[config.mk]
export PLATFORM = sky130hd
export DESIGN_NAME = csm_core
export DESIGN_NICKNAME = d
export VERILOG_FILES = /design/src/csm_pkg.sv /design/src/csm_muldiv.sv /design/src/csm_iram.sv /design/src/csm_core.sv
export SDC_FILE = /design/constraint.sdc
export NUM_CORES = 2
export LEC_CHECK = 0
export ABC_CLOCK_PERIOD_IN_PS = 43000
export BUFFER_PORTS_ARGS = -buffer_cell sky130_fd_sc_hd__buf_2
export CORE_MARGIN = 2
export CORE_UTILIZATION = 35
export CTS_BUF_LIST = sky130_fd_sc_hd__clkbuf_16
export CTS_CLUSTER_SIZE = 10
export DETAILED_ROUTE_END_ITERATION = 10
export PLACE_DENSITY = 0.47
export SKIP_CTS_REPAIR_TIMING = 1
export SLEW_MARGIN = 20
export SYNTH_ARGS = -nofsm -noshare
export SYNTH_HDL_FRONTEND = slang
export SYNTH_SLANG_ARGS = --single-unit
[constraint.sdc]
create_clock -name core_clk -period 43 [get_ports core_clk]
set_input_delay 2.15 -clock core_clk [delete_from_list [all_inputs] [get_ports core_clk]]
set_output_delay 2.15 -clock core_clk [all_outputs]
set_load 0.03 [all_outputs]
[src/csm_pkg.sv]
// cpu status, multiply/divide and pointer block: shared constants and types
// assumes one core clock and a synchronous active-high reset

package csm_pkg;

	// special register addresses
	localparam logic [7:0] ADR_PTR0_LO   = 8'h82;
	localparam logic [7:0] ADR_PTR0_HI   = 8'h83;
	localparam logic [7:0] ADR_PTR1_LO   = 8'h84;
	localparam logic [7:0] ADR_PTR1_HI   = 8'h85;
	localparam logic [7:0] ADR_MODE      = 8'h86;
	localparam logic [7:0] ADR_STATUS    = 8'hd0;
	localparam logic [7:0] ADR_ACC       = 8'he0;
	localparam logic [7:0] ADR_OPND_B    = 8'hf0;
	localparam logic [7:0] ADR_EXT_ACC   = 8'hf1;
	localparam logic [7:0] LOWER_RAM_TOP = 8'h7f;

	// program_status_word bit positions
	localparam int BIT_CARRY  = 7;
	localparam int BIT_HALF   = 6;
	localparam int BIT_USER_A = 5;
	localparam int BIT_BANK_H = 4;
	localparam int BIT_BANK_L = 3;
	localparam int BIT_SIGN   = 2;
	localparam int BIT_USER_B = 1;
	localparam int BIT_ODD    = 0;

	// instruction_mode_control bit positions
	localparam int BIT_PTR_SEL   = 0;
	localparam int BIT_WIDE_PROD = 2;
	localparam int BIT_WIDE_QUOT = 3;

	localparam logic [7:0] MODE_WR_MASK   = 8'h0d;
	localparam logic [7:0] STATUS_WR_MASK = 8'hfe;
	localparam logic [7:0] RST_BYTE       = 8'h00;
	localparam logic [15:0] RST_PTR       = 16'h0000;

	typedef enum logic [2:0] {
		csm_op_add,
		csm_op_addc,
		csm_op_subb,
		csm_op_and,
		csm_op_or,
		csm_op_xor,
		csm_op_product,
		csm_op_quotient
	} csm_op_type;

endpackage

[src/csm_muldiv.sv]
// multiply/divide unit, purely combinational
// assumes the caller registers the results and owns the flags

`timescale 1ns/1ns
`default_nettype none

module csm_muldiv (
	input  wire logic [7:0] acc_in,
	input  wire logic [7:0] opnd_b_in,
	input  wire logic [7:0] ext_in,
	input  wire logic       wide_prod,
	input  wire logic       wide_quot,
	input  wire logic       is_quot,
	output logic      [7:0] acc_out,
	output logic      [7:0] opnd_b_out,
	output logic      [7:0] ext_out,
	output logic            sign_err
);

	logic [23:0] prod;
	logic [15:0] dvd;
	logic [15:0] quot;
	logic [15:0] rem;

	always_comb begin
		prod = {8'h00, (wide_prod ? ext_in : 8'h00), acc_in} * {16'h0000, opnd_b_in};
		dvd  = {(wide_quot ? ext_in : 8'h00), acc_in};
		quot = 16'h0000;
		rem  = 16'h0000;
		if (opnd_b_in != 8'h00) begin
			quot = dvd / {8'h00, opnd_b_in};
			rem  = dvd % {8'h00, opnd_b_in};
		end
		if (!is_quot) begin
			acc_out    = prod[7:0];
			opnd_b_out = prod[15:8];
			ext_out    = wide_prod ? prod[23:16] : ext_in;
			sign_err   = wide_prod ? (prod[23:16] != 8'h00) : (prod[15:8] != 8'h00);
		end else if (opnd_b_in == 8'h00) begin
			// zero divisor leaves the operands untouched
			acc_out    = acc_in;
			opnd_b_out = opnd_b_in;
			ext_out    = ext_in;
			sign_err   = 1'b1;
		end else begin
			acc_out    = quot[7:0];
			opnd_b_out = rem[7:0];
			ext_out    = wide_quot ? quot[15:8] : ext_in;
			sign_err   = 1'b0;
		end
	end

endmodule

`default_nettype wire

[src/csm_iram.sv]
// 256-byte internal data ram, one port, registered read
// assumes the core has already resolved direct versus indirect routing

`timescale 1ns/1ns
`default_nettype none

module csm_iram import csm_pkg::*; (
	input  wire logic       core_clk,
	input  wire logic       reset,
	input  wire logic [7:0] addr,
	input  wire logic       wr,
	input  wire logic       rd,
	input  wire logic [7:0] wdata,
	output logic      [7:0] rdata_ff
);

	logic [7:0] mem [0:255];

	// contents are not cleared by reset, only the read latch
	always_ff @(posedge core_clk) begin
		if (wr) begin
			mem[addr] <= wdata;
		end
	end

	always_ff @(posedge core_clk) begin
		if (reset) begin
			rdata_ff <= RST_BYTE;
		end else if (rd) begin
			rdata_ff <= mem[addr];
		end
	end

endmodule

`default_nettype wire

[src/csm_core.sv]
// cpu core status word, accumulators, multiply/divide, dual pointers, data space decode
// assumes the sequencer issues at most one operation and one data access per cycle
//
// Behaviour
// - carry_flag bit 7 follows carry or borrow of add and subtract.
// - half_carry_flag bit 6 follows nibble carry or borrow.
// - status bits 5 and 1 are free user flags.
// - bank_select_field bits 4-3 place R0-R7 at 00H, 08H, 10H or 18H.
// - arith_sign_error_flag bit 2 is 1 on overflow or zero divisor, else 0; logic ops leave it unchanged.
// - bit 0 is read-only, 1 when accumulator has odd ones.
// - whole status word resets to zero on every reset.
// - primary pointer is 16 bits, reachable whole or as two bytes.
// - a second identical pointer sits beside the primary one.
// - pointer_choice_bit picks primary at 0, second at 1, for pointer use.
// - after reset multiply and divide run in 8-bit form.
// - narrow multiply: A times B, low to A, high to B.
// - wide multiply: ext:A times B, bytes to A, B, ext.
// - narrow divide: A over B, quotient A, remainder B.
// - wide divide: ext:A over B, quotient low A, remainder B, high ext.
// - extension accumulator is a scratch register otherwise.
// - lower ram 00H-7FH reachable directly and indirectly.
// - upper ram 80H-FFH reachable only indirectly.
// - special registers 80H-FFH reachable only directly.
// - above 7FH, addressing mode chooses ram or special registers.
// - unassigned special addresses hold no storage.
// - second operand register joins multiply/divide, otherwise scratch.

`timescale 1ns/1ns
`default_nettype none

module csm_core import csm_pkg::*; (
	input  wire logic        core_clk,
	input  wire logic        reset,
	input  wire logic        op_valid,
	input  wire csm_op_type  op_code,
	input  wire logic [7:0]  op_operand,
	input  wire logic [7:0]  mem_addr,
	input  wire logic        mem_indirect,
	input  wire logic        mem_wr,
	input  wire logic        mem_rd,
	input  wire logic [7:0]  mem_wdata,
	output logic      [7:0]  mem_rdata,
	output logic             mem_unmapped,
	input  wire logic        ptr_load,
	input  wire logic [15:0] ptr_load_value,
	input  wire logic        ptr_inc,
	output logic      [15:0] ptr_value,
	output logic      [7:0]  acc_value,
	output logic      [7:0]  program_status_word,
	output logic      [7:0]  bank_base
);

	////////////////////////////////////////////////////////////////////////////

	logic [7:0]  acc_ff;
	logic [7:0]  opnd_b_ff;
	logic [7:0]  ext_ff;
	logic [7:0]  status_ff;
	logic [7:0]  mode_ff;
	logic [15:0] ptr0_ff;
	logic [15:0] ptr1_ff;
	logic [7:0]  sfr_rdata_ff;
	logic        rd_sfr_ff;
	logic        unmapped_ff;
	logic [7:0]  ram_rdata;

	logic        sfr_path;
	logic        ram_path;
	logic        wr_sfr;
	logic        is_md;
	logic        pointer_choice_bit;
	logic [7:0]  md_acc;
	logic [7:0]  md_opnd_b;
	logic [7:0]  md_ext;
	logic        md_sign_err;
	logic [7:0]  alu_res;
	logic        alu_carry;
	logic        alu_half;
	logic        alu_sign;
	logic        cin;
	logic [8:0]  sum9;
	logic [4:0]  nib5;
	logic [7:0]  sfr_rd_val;

	function automatic logic sfr_known(input logic [7:0] a);
		return (a == ADR_PTR0_LO) || (a == ADR_PTR0_HI) || (a == ADR_PTR1_LO) ||
			(a == ADR_PTR1_HI) || (a == ADR_MODE) || (a == ADR_STATUS) ||
			(a == ADR_ACC) || (a == ADR_OPND_B) || (a == ADR_EXT_ACC);
	endfunction

	// pointer update shared by both pointers; whole-word moves beat byte writes
	function automatic logic [15:0] ptr_next(
		input logic [15:0] cur,
		input logic        mine,
		input logic        wr,
		input logic [7:0]  a,
		input logic [7:0]  lo_adr,
		input logic [7:0]  hi_adr
	);
		logic [15:0] r;
		r = cur;
		if (mine && ptr_load) begin
			r = ptr_load_value;
		end else if (mine && ptr_inc) begin
			r = cur + 16'h0001;
		end else if (wr && a == lo_adr) begin
			r = {cur[15:8], mem_wdata};
		end else if (wr && a == hi_adr) begin
			r = {mem_wdata, cur[7:0]};
		end
		return r;
	endfunction

	////////////////////////////////////////////////////////////////////////////
	// data space routing

	assign sfr_path = !mem_indirect && (mem_addr > LOWER_RAM_TOP);
	assign ram_path = mem_indirect || (mem_addr <= LOWER_RAM_TOP);
	assign wr_sfr   = mem_wr && sfr_path;

	csm_iram u_iram (
		.core_clk (core_clk),
		.reset    (reset),
		.addr     (mem_addr),
		.wr       (mem_wr && ram_path),
		.rd       (mem_rd && ram_path),
		.wdata    (mem_wdata),
		.rdata_ff (ram_rdata)
	);

	always_comb begin
		case (mem_addr)
			ADR_PTR0_LO: sfr_rd_val = ptr0_ff[7:0];
			ADR_PTR0_HI: sfr_rd_val = ptr0_ff[15:8];
			ADR_PTR1_LO: sfr_rd_val = ptr1_ff[7:0];
			ADR_PTR1_HI: sfr_rd_val = ptr1_ff[15:8];
			ADR_MODE:    sfr_rd_val = mode_ff;
			ADR_STATUS:  sfr_rd_val = program_status_word;
			ADR_ACC:     sfr_rd_val = acc_ff;
			ADR_OPND_B:  sfr_rd_val = opnd_b_ff;
			ADR_EXT_ACC: sfr_rd_val = ext_ff;
			default:     sfr_rd_val = 8'h00;
		endcase
	end

	always_ff @(posedge core_clk) begin
		if (reset) begin
			sfr_rdata_ff <= RST_BYTE;
			rd_sfr_ff    <= 1'b0;
			unmapped_ff  <= 1'b0;
		end else begin
			if (mem_rd && sfr_path) begin
				sfr_rdata_ff <= sfr_rd_val;
			end
			if (mem_rd) begin
				rd_sfr_ff   <= sfr_path;
				unmapped_ff <= sfr_path && !sfr_known(mem_addr);
			end
		end
	end

	assign mem_rdata    = rd_sfr_ff ? sfr_rdata_ff : ram_rdata;
	assign mem_unmapped = unmapped_ff;

	////////////////////////////////////////////////////////////////////////////
	// arithmetic

	assign is_md = (op_code == csm_op_product) || (op_code == csm_op_quotient);

	csm_muldiv u_muldiv (
		.acc_in     (acc_ff),
		.opnd_b_in  (opnd_b_ff),
		.ext_in     (ext_ff),
		.wide_prod  (mode_ff[BIT_WIDE_PROD]),
		.wide_quot  (mode_ff[BIT_WIDE_QUOT]),
		.is_quot    (op_code == csm_op_quotient),
		.acc_out    (md_acc),
		.opnd_b_out (md_opnd_b),
		.ext_out    (md_ext),
		.sign_err   (md_sign_err)
	);

	// logic ops raise no carry and leave the flags as they were
	always_comb begin
		alu_res   = acc_ff;
		alu_carry = status_ff[BIT_CARRY];
		alu_half  = status_ff[BIT_HALF];
		alu_sign  = status_ff[BIT_SIGN];
		cin       = (op_code != csm_op_add) && status_ff[BIT_CARRY];
		sum9      = 9'h000;
		nib5      = 5'h00;
		unique case (op_code)
			csm_op_add, csm_op_addc: begin
				sum9      = {1'b0, acc_ff} + {1'b0, op_operand} + {8'h00, cin};
				nib5      = {1'b0, acc_ff[3:0]} + {1'b0, op_operand[3:0]} + {4'h0, cin};
				alu_res   = sum9[7:0];
				alu_carry = sum9[8];
				alu_half  = nib5[4];
				alu_sign  = (acc_ff[7] == op_operand[7]) && (sum9[7] != acc_ff[7]);
			end
			csm_op_subb: begin
				sum9      = {1'b0, acc_ff} - {1'b0, op_operand} - {8'h00, cin};
				nib5      = {1'b0, acc_ff[3:0]} - {1'b0, op_operand[3:0]} - {4'h0, cin};
				alu_res   = sum9[7:0];
				alu_carry = sum9[8];
				alu_half  = nib5[4];
				alu_sign  = (acc_ff[7] != op_operand[7]) && (sum9[7] != acc_ff[7]);
			end
			csm_op_and: alu_res = acc_ff & op_operand;
			csm_op_or:  alu_res = acc_ff | op_operand;
			csm_op_xor: alu_res = acc_ff ^ op_operand;
			csm_op_product, csm_op_quotient: begin
				alu_res   = md_acc;
				alu_carry = 1'b0;
				alu_sign  = md_sign_err;
			end
		endcase
	end

	////////////////////////////////////////////////////////////////////////////
	// accumulator, second operand, extension accumulator
	// an operation beats a register write to the same target in one cycle

	always_ff @(posedge core_clk) begin
		if (reset) begin
			acc_ff <= RST_BYTE;
		end else if (op_valid) begin
			acc_ff <= alu_res;
		end else if (wr_sfr && mem_addr == ADR_ACC) begin
			acc_ff <= mem_wdata;
		end
	end

	always_ff @(posedge core_clk) begin
		if (reset) begin
			opnd_b_ff <= RST_BYTE;
		end else if (op_valid && is_md) begin
			opnd_b_ff <= md_opnd_b;
		end else if (wr_sfr && mem_addr == ADR_OPND_B) begin
			opnd_b_ff <= mem_wdata;
		end
	end

	always_ff @(posedge core_clk) begin
		if (reset) begin
			ext_ff <= RST_BYTE;
		end else if (op_valid && is_md) begin
			ext_ff <= md_ext;
		end else if (wr_sfr && mem_addr == ADR_EXT_ACC) begin
			ext_ff <= mem_wdata;
		end
	end

	////////////////////////////////////////////////////////////////////////////
	// status word and mode register

	always_ff @(posedge core_clk) begin
		if (reset) begin
			status_ff <= RST_BYTE;
		end else if (op_valid) begin
			status_ff[BIT_CARRY] <= alu_carry;
			status_ff[BIT_HALF]  <= alu_half;
			status_ff[BIT_SIGN]  <= alu_sign;
		end else if (wr_sfr && mem_addr == ADR_STATUS) begin
			status_ff <= mem_wdata & STATUS_WR_MASK;
		end
	end

	// parity is never stored, so it cannot lag the accumulator
	assign program_status_word = {status_ff[7:1], ^acc_ff};
	assign bank_base = {3'h0, status_ff[BIT_BANK_H:BIT_BANK_L], 3'h0};

	always_ff @(posedge core_clk) begin
		if (reset) begin
			mode_ff <= RST_BYTE;
		end else if (wr_sfr && mem_addr == ADR_MODE) begin
			mode_ff <= mem_wdata & MODE_WR_MASK;
		end
	end

	assign pointer_choice_bit = mode_ff[BIT_PTR_SEL];
	assign acc_value = acc_ff;

	////////////////////////////////////////////////////////////////////////////
	// dual pointers

	always_ff @(posedge core_clk) begin
		if (reset) begin
			ptr0_ff <= RST_PTR;
		end else begin
			ptr0_ff <= ptr_next(ptr0_ff, !pointer_choice_bit, wr_sfr, mem_addr,
				ADR_PTR0_LO, ADR_PTR0_HI);
		end
	end

	always_ff @(posedge core_clk) begin
		if (reset) begin
			ptr1_ff <= RST_PTR;
		end else begin
			ptr1_ff <= ptr_next(ptr1_ff, pointer_choice_bit, wr_sfr, mem_addr,
				ADR_PTR1_LO, ADR_PTR1_HI);
		end
	end

	assign ptr_value = pointer_choice_bit ? ptr1_ff : ptr0_ff;

	////////////////////////////////////////////////////////////////////////////
	// checks

	logic [3:0]  acc_nib;
	logic [3:0]  opr_nib;
	logic [15:0] wide_dvd;
	logic        wr_status;
	assign acc_nib   = acc_ff[3:0];
	assign opr_nib   = op_operand[3:0];
	assign wide_dvd  = {ext_ff, acc_ff};
	assign wr_status = wr_sfr && mem_addr == ADR_STATUS && !op_valid;
endmodule

`default_nettype wire

==> results.cfg <==
[critical_path]
timing.rr.start = acc_value[3]
timing.critical_path.mode_cell = sky130_fd_sc_hd__o21a_1
cp_slowest_cell = sky130_fd_sc_hd__nor2_1
worst_ep_required_time_ns = 43.82
cp_slowest_stage_delay_ns = 0.70
timing.critical_path.fanout_max = 19
worst_setup_path_start_kind = flop
critical_path_class = flop to flop
arrival_ns = 37.50
critical_path.startpoint = acc_value[3]
cp-end-kind = flop

[cts]
clock_sink_count = 2132
htreeDepth = 4
worst_setup_hold_path_clk_slew_ns = 0.06
numCtsBuffers = 243
cts_buffer_depth = 4
root_buffer = sky130_fd_sc_hd__clkbuf_16
clk-insertion-delay-late_ns = 0.90
cts_tree = done

[synthesis]
asyncSetResetFlopFracSynth_pct = 0
synth-seq-cells = 2132
netlist_instances = 5487
synth.cells.most_frequent = sky130_fd_sc_hd__edfxtp_1 (2048), sky130_fd_sc_hd__mux4_2 (656), sky130_fd_sc_hd__nor2_1 (516)
ys_seq_area_share_pct = 66.4
synthDistinctLibCells = 110
synth_area_leader_cell = sky130_fd_sc_hd__edfxtp_1
synth.most_common_cell = sky130_fd_sc_hd__edfxtp_1
edff_count_synth = 2048
synth_top_area_share_pct = 64.6
yosysWarnings = 0
synth.area.top_cells = sky130_fd_sc_hd__edfxtp_1 (65%), sky130_fd_sc_hd__mux4_2 (16%), sky130_fd_sc_hd__ha_1 (2.5%)
syn_area_per_cell_um2 = 17.3
synth_flop_cell = sky130_fd_sc_hd__edfxtp_1
synthesis.area_mm2 = 0.0951

[worst_hold_path]
hp-class = flop to flop
min-delay-start = sfr_rdata_ff[5]

[route]
via_per_inst = 5.62
postRouteWirelength_um = 280000
total_drc_errors_in_the_routed_layout = 2
avgRoutedWirePerCell_um = 30.2
drt_first_pass_iters = 8
drt-initial-drc-count = 4782
drt.antenna.violating_nets = 0
num_vias = 52098

[sta]
achievable-frequency_ghz = 0.0273
grt_setup_unrepaired = false
setup_tns_ns = 0
setup_ws_ns = 6.32
final_hold_viol_count = 0
tightestPinTransition_ns = 1.26
finalCritPeriodShare_pct = 85.3
maxSlewViolCount = 0
clock_period_minus_worst_slack_ns = 36.68
slew_headroom_pct = 16.0
endpoints_failing_setup = 0
fin_worst_skew_ns = 0.0479

[global_routing]
grt_antenna_before_repair = 16
globalRouteOverflowTotal = 0
grt_pass1_vias = 52739
grt_use_total_pct = 20.0
grt_pass1_wl_um = 402000
grt_max_degree = 154

[floorplan]
die_width_um = 525
core-area_mm2 = 0.271
num_io_pins = 100
die_area_mm2 = 0.276
die_height_um = 525
placement_rows = 191
floorplan.initialDensity_pct = 35.2

[layout]
nets = 5955
area_used_by_multi_input_combinational_logic_mm2 = 0.0302
drive_above_1_share_pct = 21.8
fillCellCount = 24603
areaGrowthSynthToFinish_pct = 12.0
ff_latch_area_mm2 = 0.0632
post_route_cell_area_mm2 = 0.107

[outcome]
run_status = finished with violations
violations = DRC

[placement]
port_buffers = 93
hpwl_um = 175000
detailed_place.area_mm2 = 0.100
place_congestion = 0.838
place_ws_ns = 6.22

[job]
max-cap-violations = 0
## stage by stage
stage,cells,util (%),hold slack [ns]
global placement,8953,37.0,0.481
detailed placement,8953,37.0,0.478
floorplan,5492,-,0.450
global route,9275,39.4,0.529
CTS,9271,39.4,0.491
finish,9276,39.4,0.491
## cell type report
cell class,count,area share [%]
flip-flops and latches,2132,59.3
multi-input cells,2882,28.4
clock buffers,244,5.73
well taps,3570,4.19
repair buffers,205,1.45
inverters,164,0.578
clock inverters,74,0.325
diodes,5,0.0117
## metal layers
| layer | part of all wire (%) | vias to the layer above | GRT usage (%) |
|---|---|---|---|
| met3 | 4.8 | 363 | 2.51 |
| li1 | - | 22186 | - |
| met1 | 45 | 27897 | 28.9 |
| met5 | 0 | - | 0 |
| met2 | 47 | 1652 | 32.0 |
| met4 | 2.7 | 0 | 5.46 |
## path summary, 6_finish.rpt
check / to / slack (ns) / cells past startpoint
max reg2reg: opnd_b_ff[1] / 6.32 / 139
max: opnd_b_ff[1] / 6.32 / 139
min reg2reg: sfr_rdata_ff[5] / 0.49 / 2
min: sfr_rdata_ff[5] / 0.49 / 2
## flip-flops by register name, summed over array words and instances (netlist names), 8 cells and up
register,flops
opnd_b_ff,8
ptr1_ff,16
u_iram.mem,2048
u_iram.rdata_ff,8
ext_ff,8
sfr_rdata_ff,8
acc_value,8
ptr0_ff,16
## kinds of logic after synthesis
logic type	count (synthesis)	share of synthesized area, %
adder cells (fa/ha/maj)	277	4.34
AO/OA/AOI/OAI	611	4.54
other	1	0.00394
AND/OR/NAND/NOR	1160	5.45
flip-flops	2132	66.4
XOR/XNOR	87	0.801
multiplexers	741	16.5
buffers and inverters	478	1.95
## critical path: cells and delay by family (launching register included)
kind | cells | cell delay (ns)
buf+inv | 4 | 0.75
compound gates | 81 | 20.16
flops | 1 | 0.69
simple gates | 29 | 7.11
fa+ha+maj | 16 | 4.68
mux | 9 | 3.14
## layout by cell type (no fill, tap or decap), types with 11 or more instances in the layout
master                      netlist  layout
sky130_fd_sc_hd__a221oi_1        18      18
sky130_fd_sc_hd__o211ai_1        19      19
sky130_fd_sc_hd__xnor2_1         54      54
sky130_fd_sc_hd__o22ai_1         19      19
sky130_fd_sc_hd__mux2i_1         34      34
sky130_fd_sc_hd__and2_1          22      22
sky130_fd_sc_hd__a21o_1          40      40
sky130_fd_sc_hd__a21oi_1        122     122
sky130_fd_sc_hd__fa_1            89      89
sky130_fd_sc_hd__nor4_1          12      11
sky130_fd_sc_hd__nor2_1         516     513
sky130_fd_sc_hd__nand2_1        256     255
sky130_fd_sc_hd__o21ai_0        106     106
sky130_fd_sc_hd__mux4_2         656     656
sky130_fd_sc_hd__ha_1           187     187
sky130_fd_sc_hd__o31ai_1         15      15
sky130_fd_sc_hd__clkbuf_16        0     244
sky130_fd_sc_hd__o21a_1          56      56
sky130_fd_sc_hd__nor3_1          79      78
sky130_fd_sc_hd__mux2_2          48      48
sky130_fd_sc_hd__nand4_1         27      27
sky130_fd_sc_hd__a22oi_1         19      19
sky130_fd_sc_hd__a31oi_1         17      17
sky130_fd_sc_hd__a211oi_1        33      33
sky130_fd_sc_hd__buf_8            0      11
sky130_fd_sc_hd__a22o_1          13      13
sky130_fd_sc_hd__nor2b_1         29      27
sky130_fd_sc_hd__dfxtp_1         84      84
sky130_fd_sc_hd__or2_2           12      12
sky130_fd_sc_hd__edfxtp_1      2048    2048
sky130_fd_sc_hd__nand3_1        107      97
sky130_fd_sc_hd__a311oi_1        24      22
sky130_fd_sc_hd__or3_1           20      20
sky130_fd_sc_hd__buf_2            3      80
sky130_fd_sc_hd__buf_4           10     104
sky130_fd_sc_hd__xor2_1          33      33
sky130_fd_sc_hd__inv_1          157     218
sky130_fd_sc_hd__nand2b_1        14      14
sky130_fd_sc_hd__and3_1          41      41
Power is not shown: default switching activity piles up to over one toggle a cycle in this logic, so the estimate is an artifact.
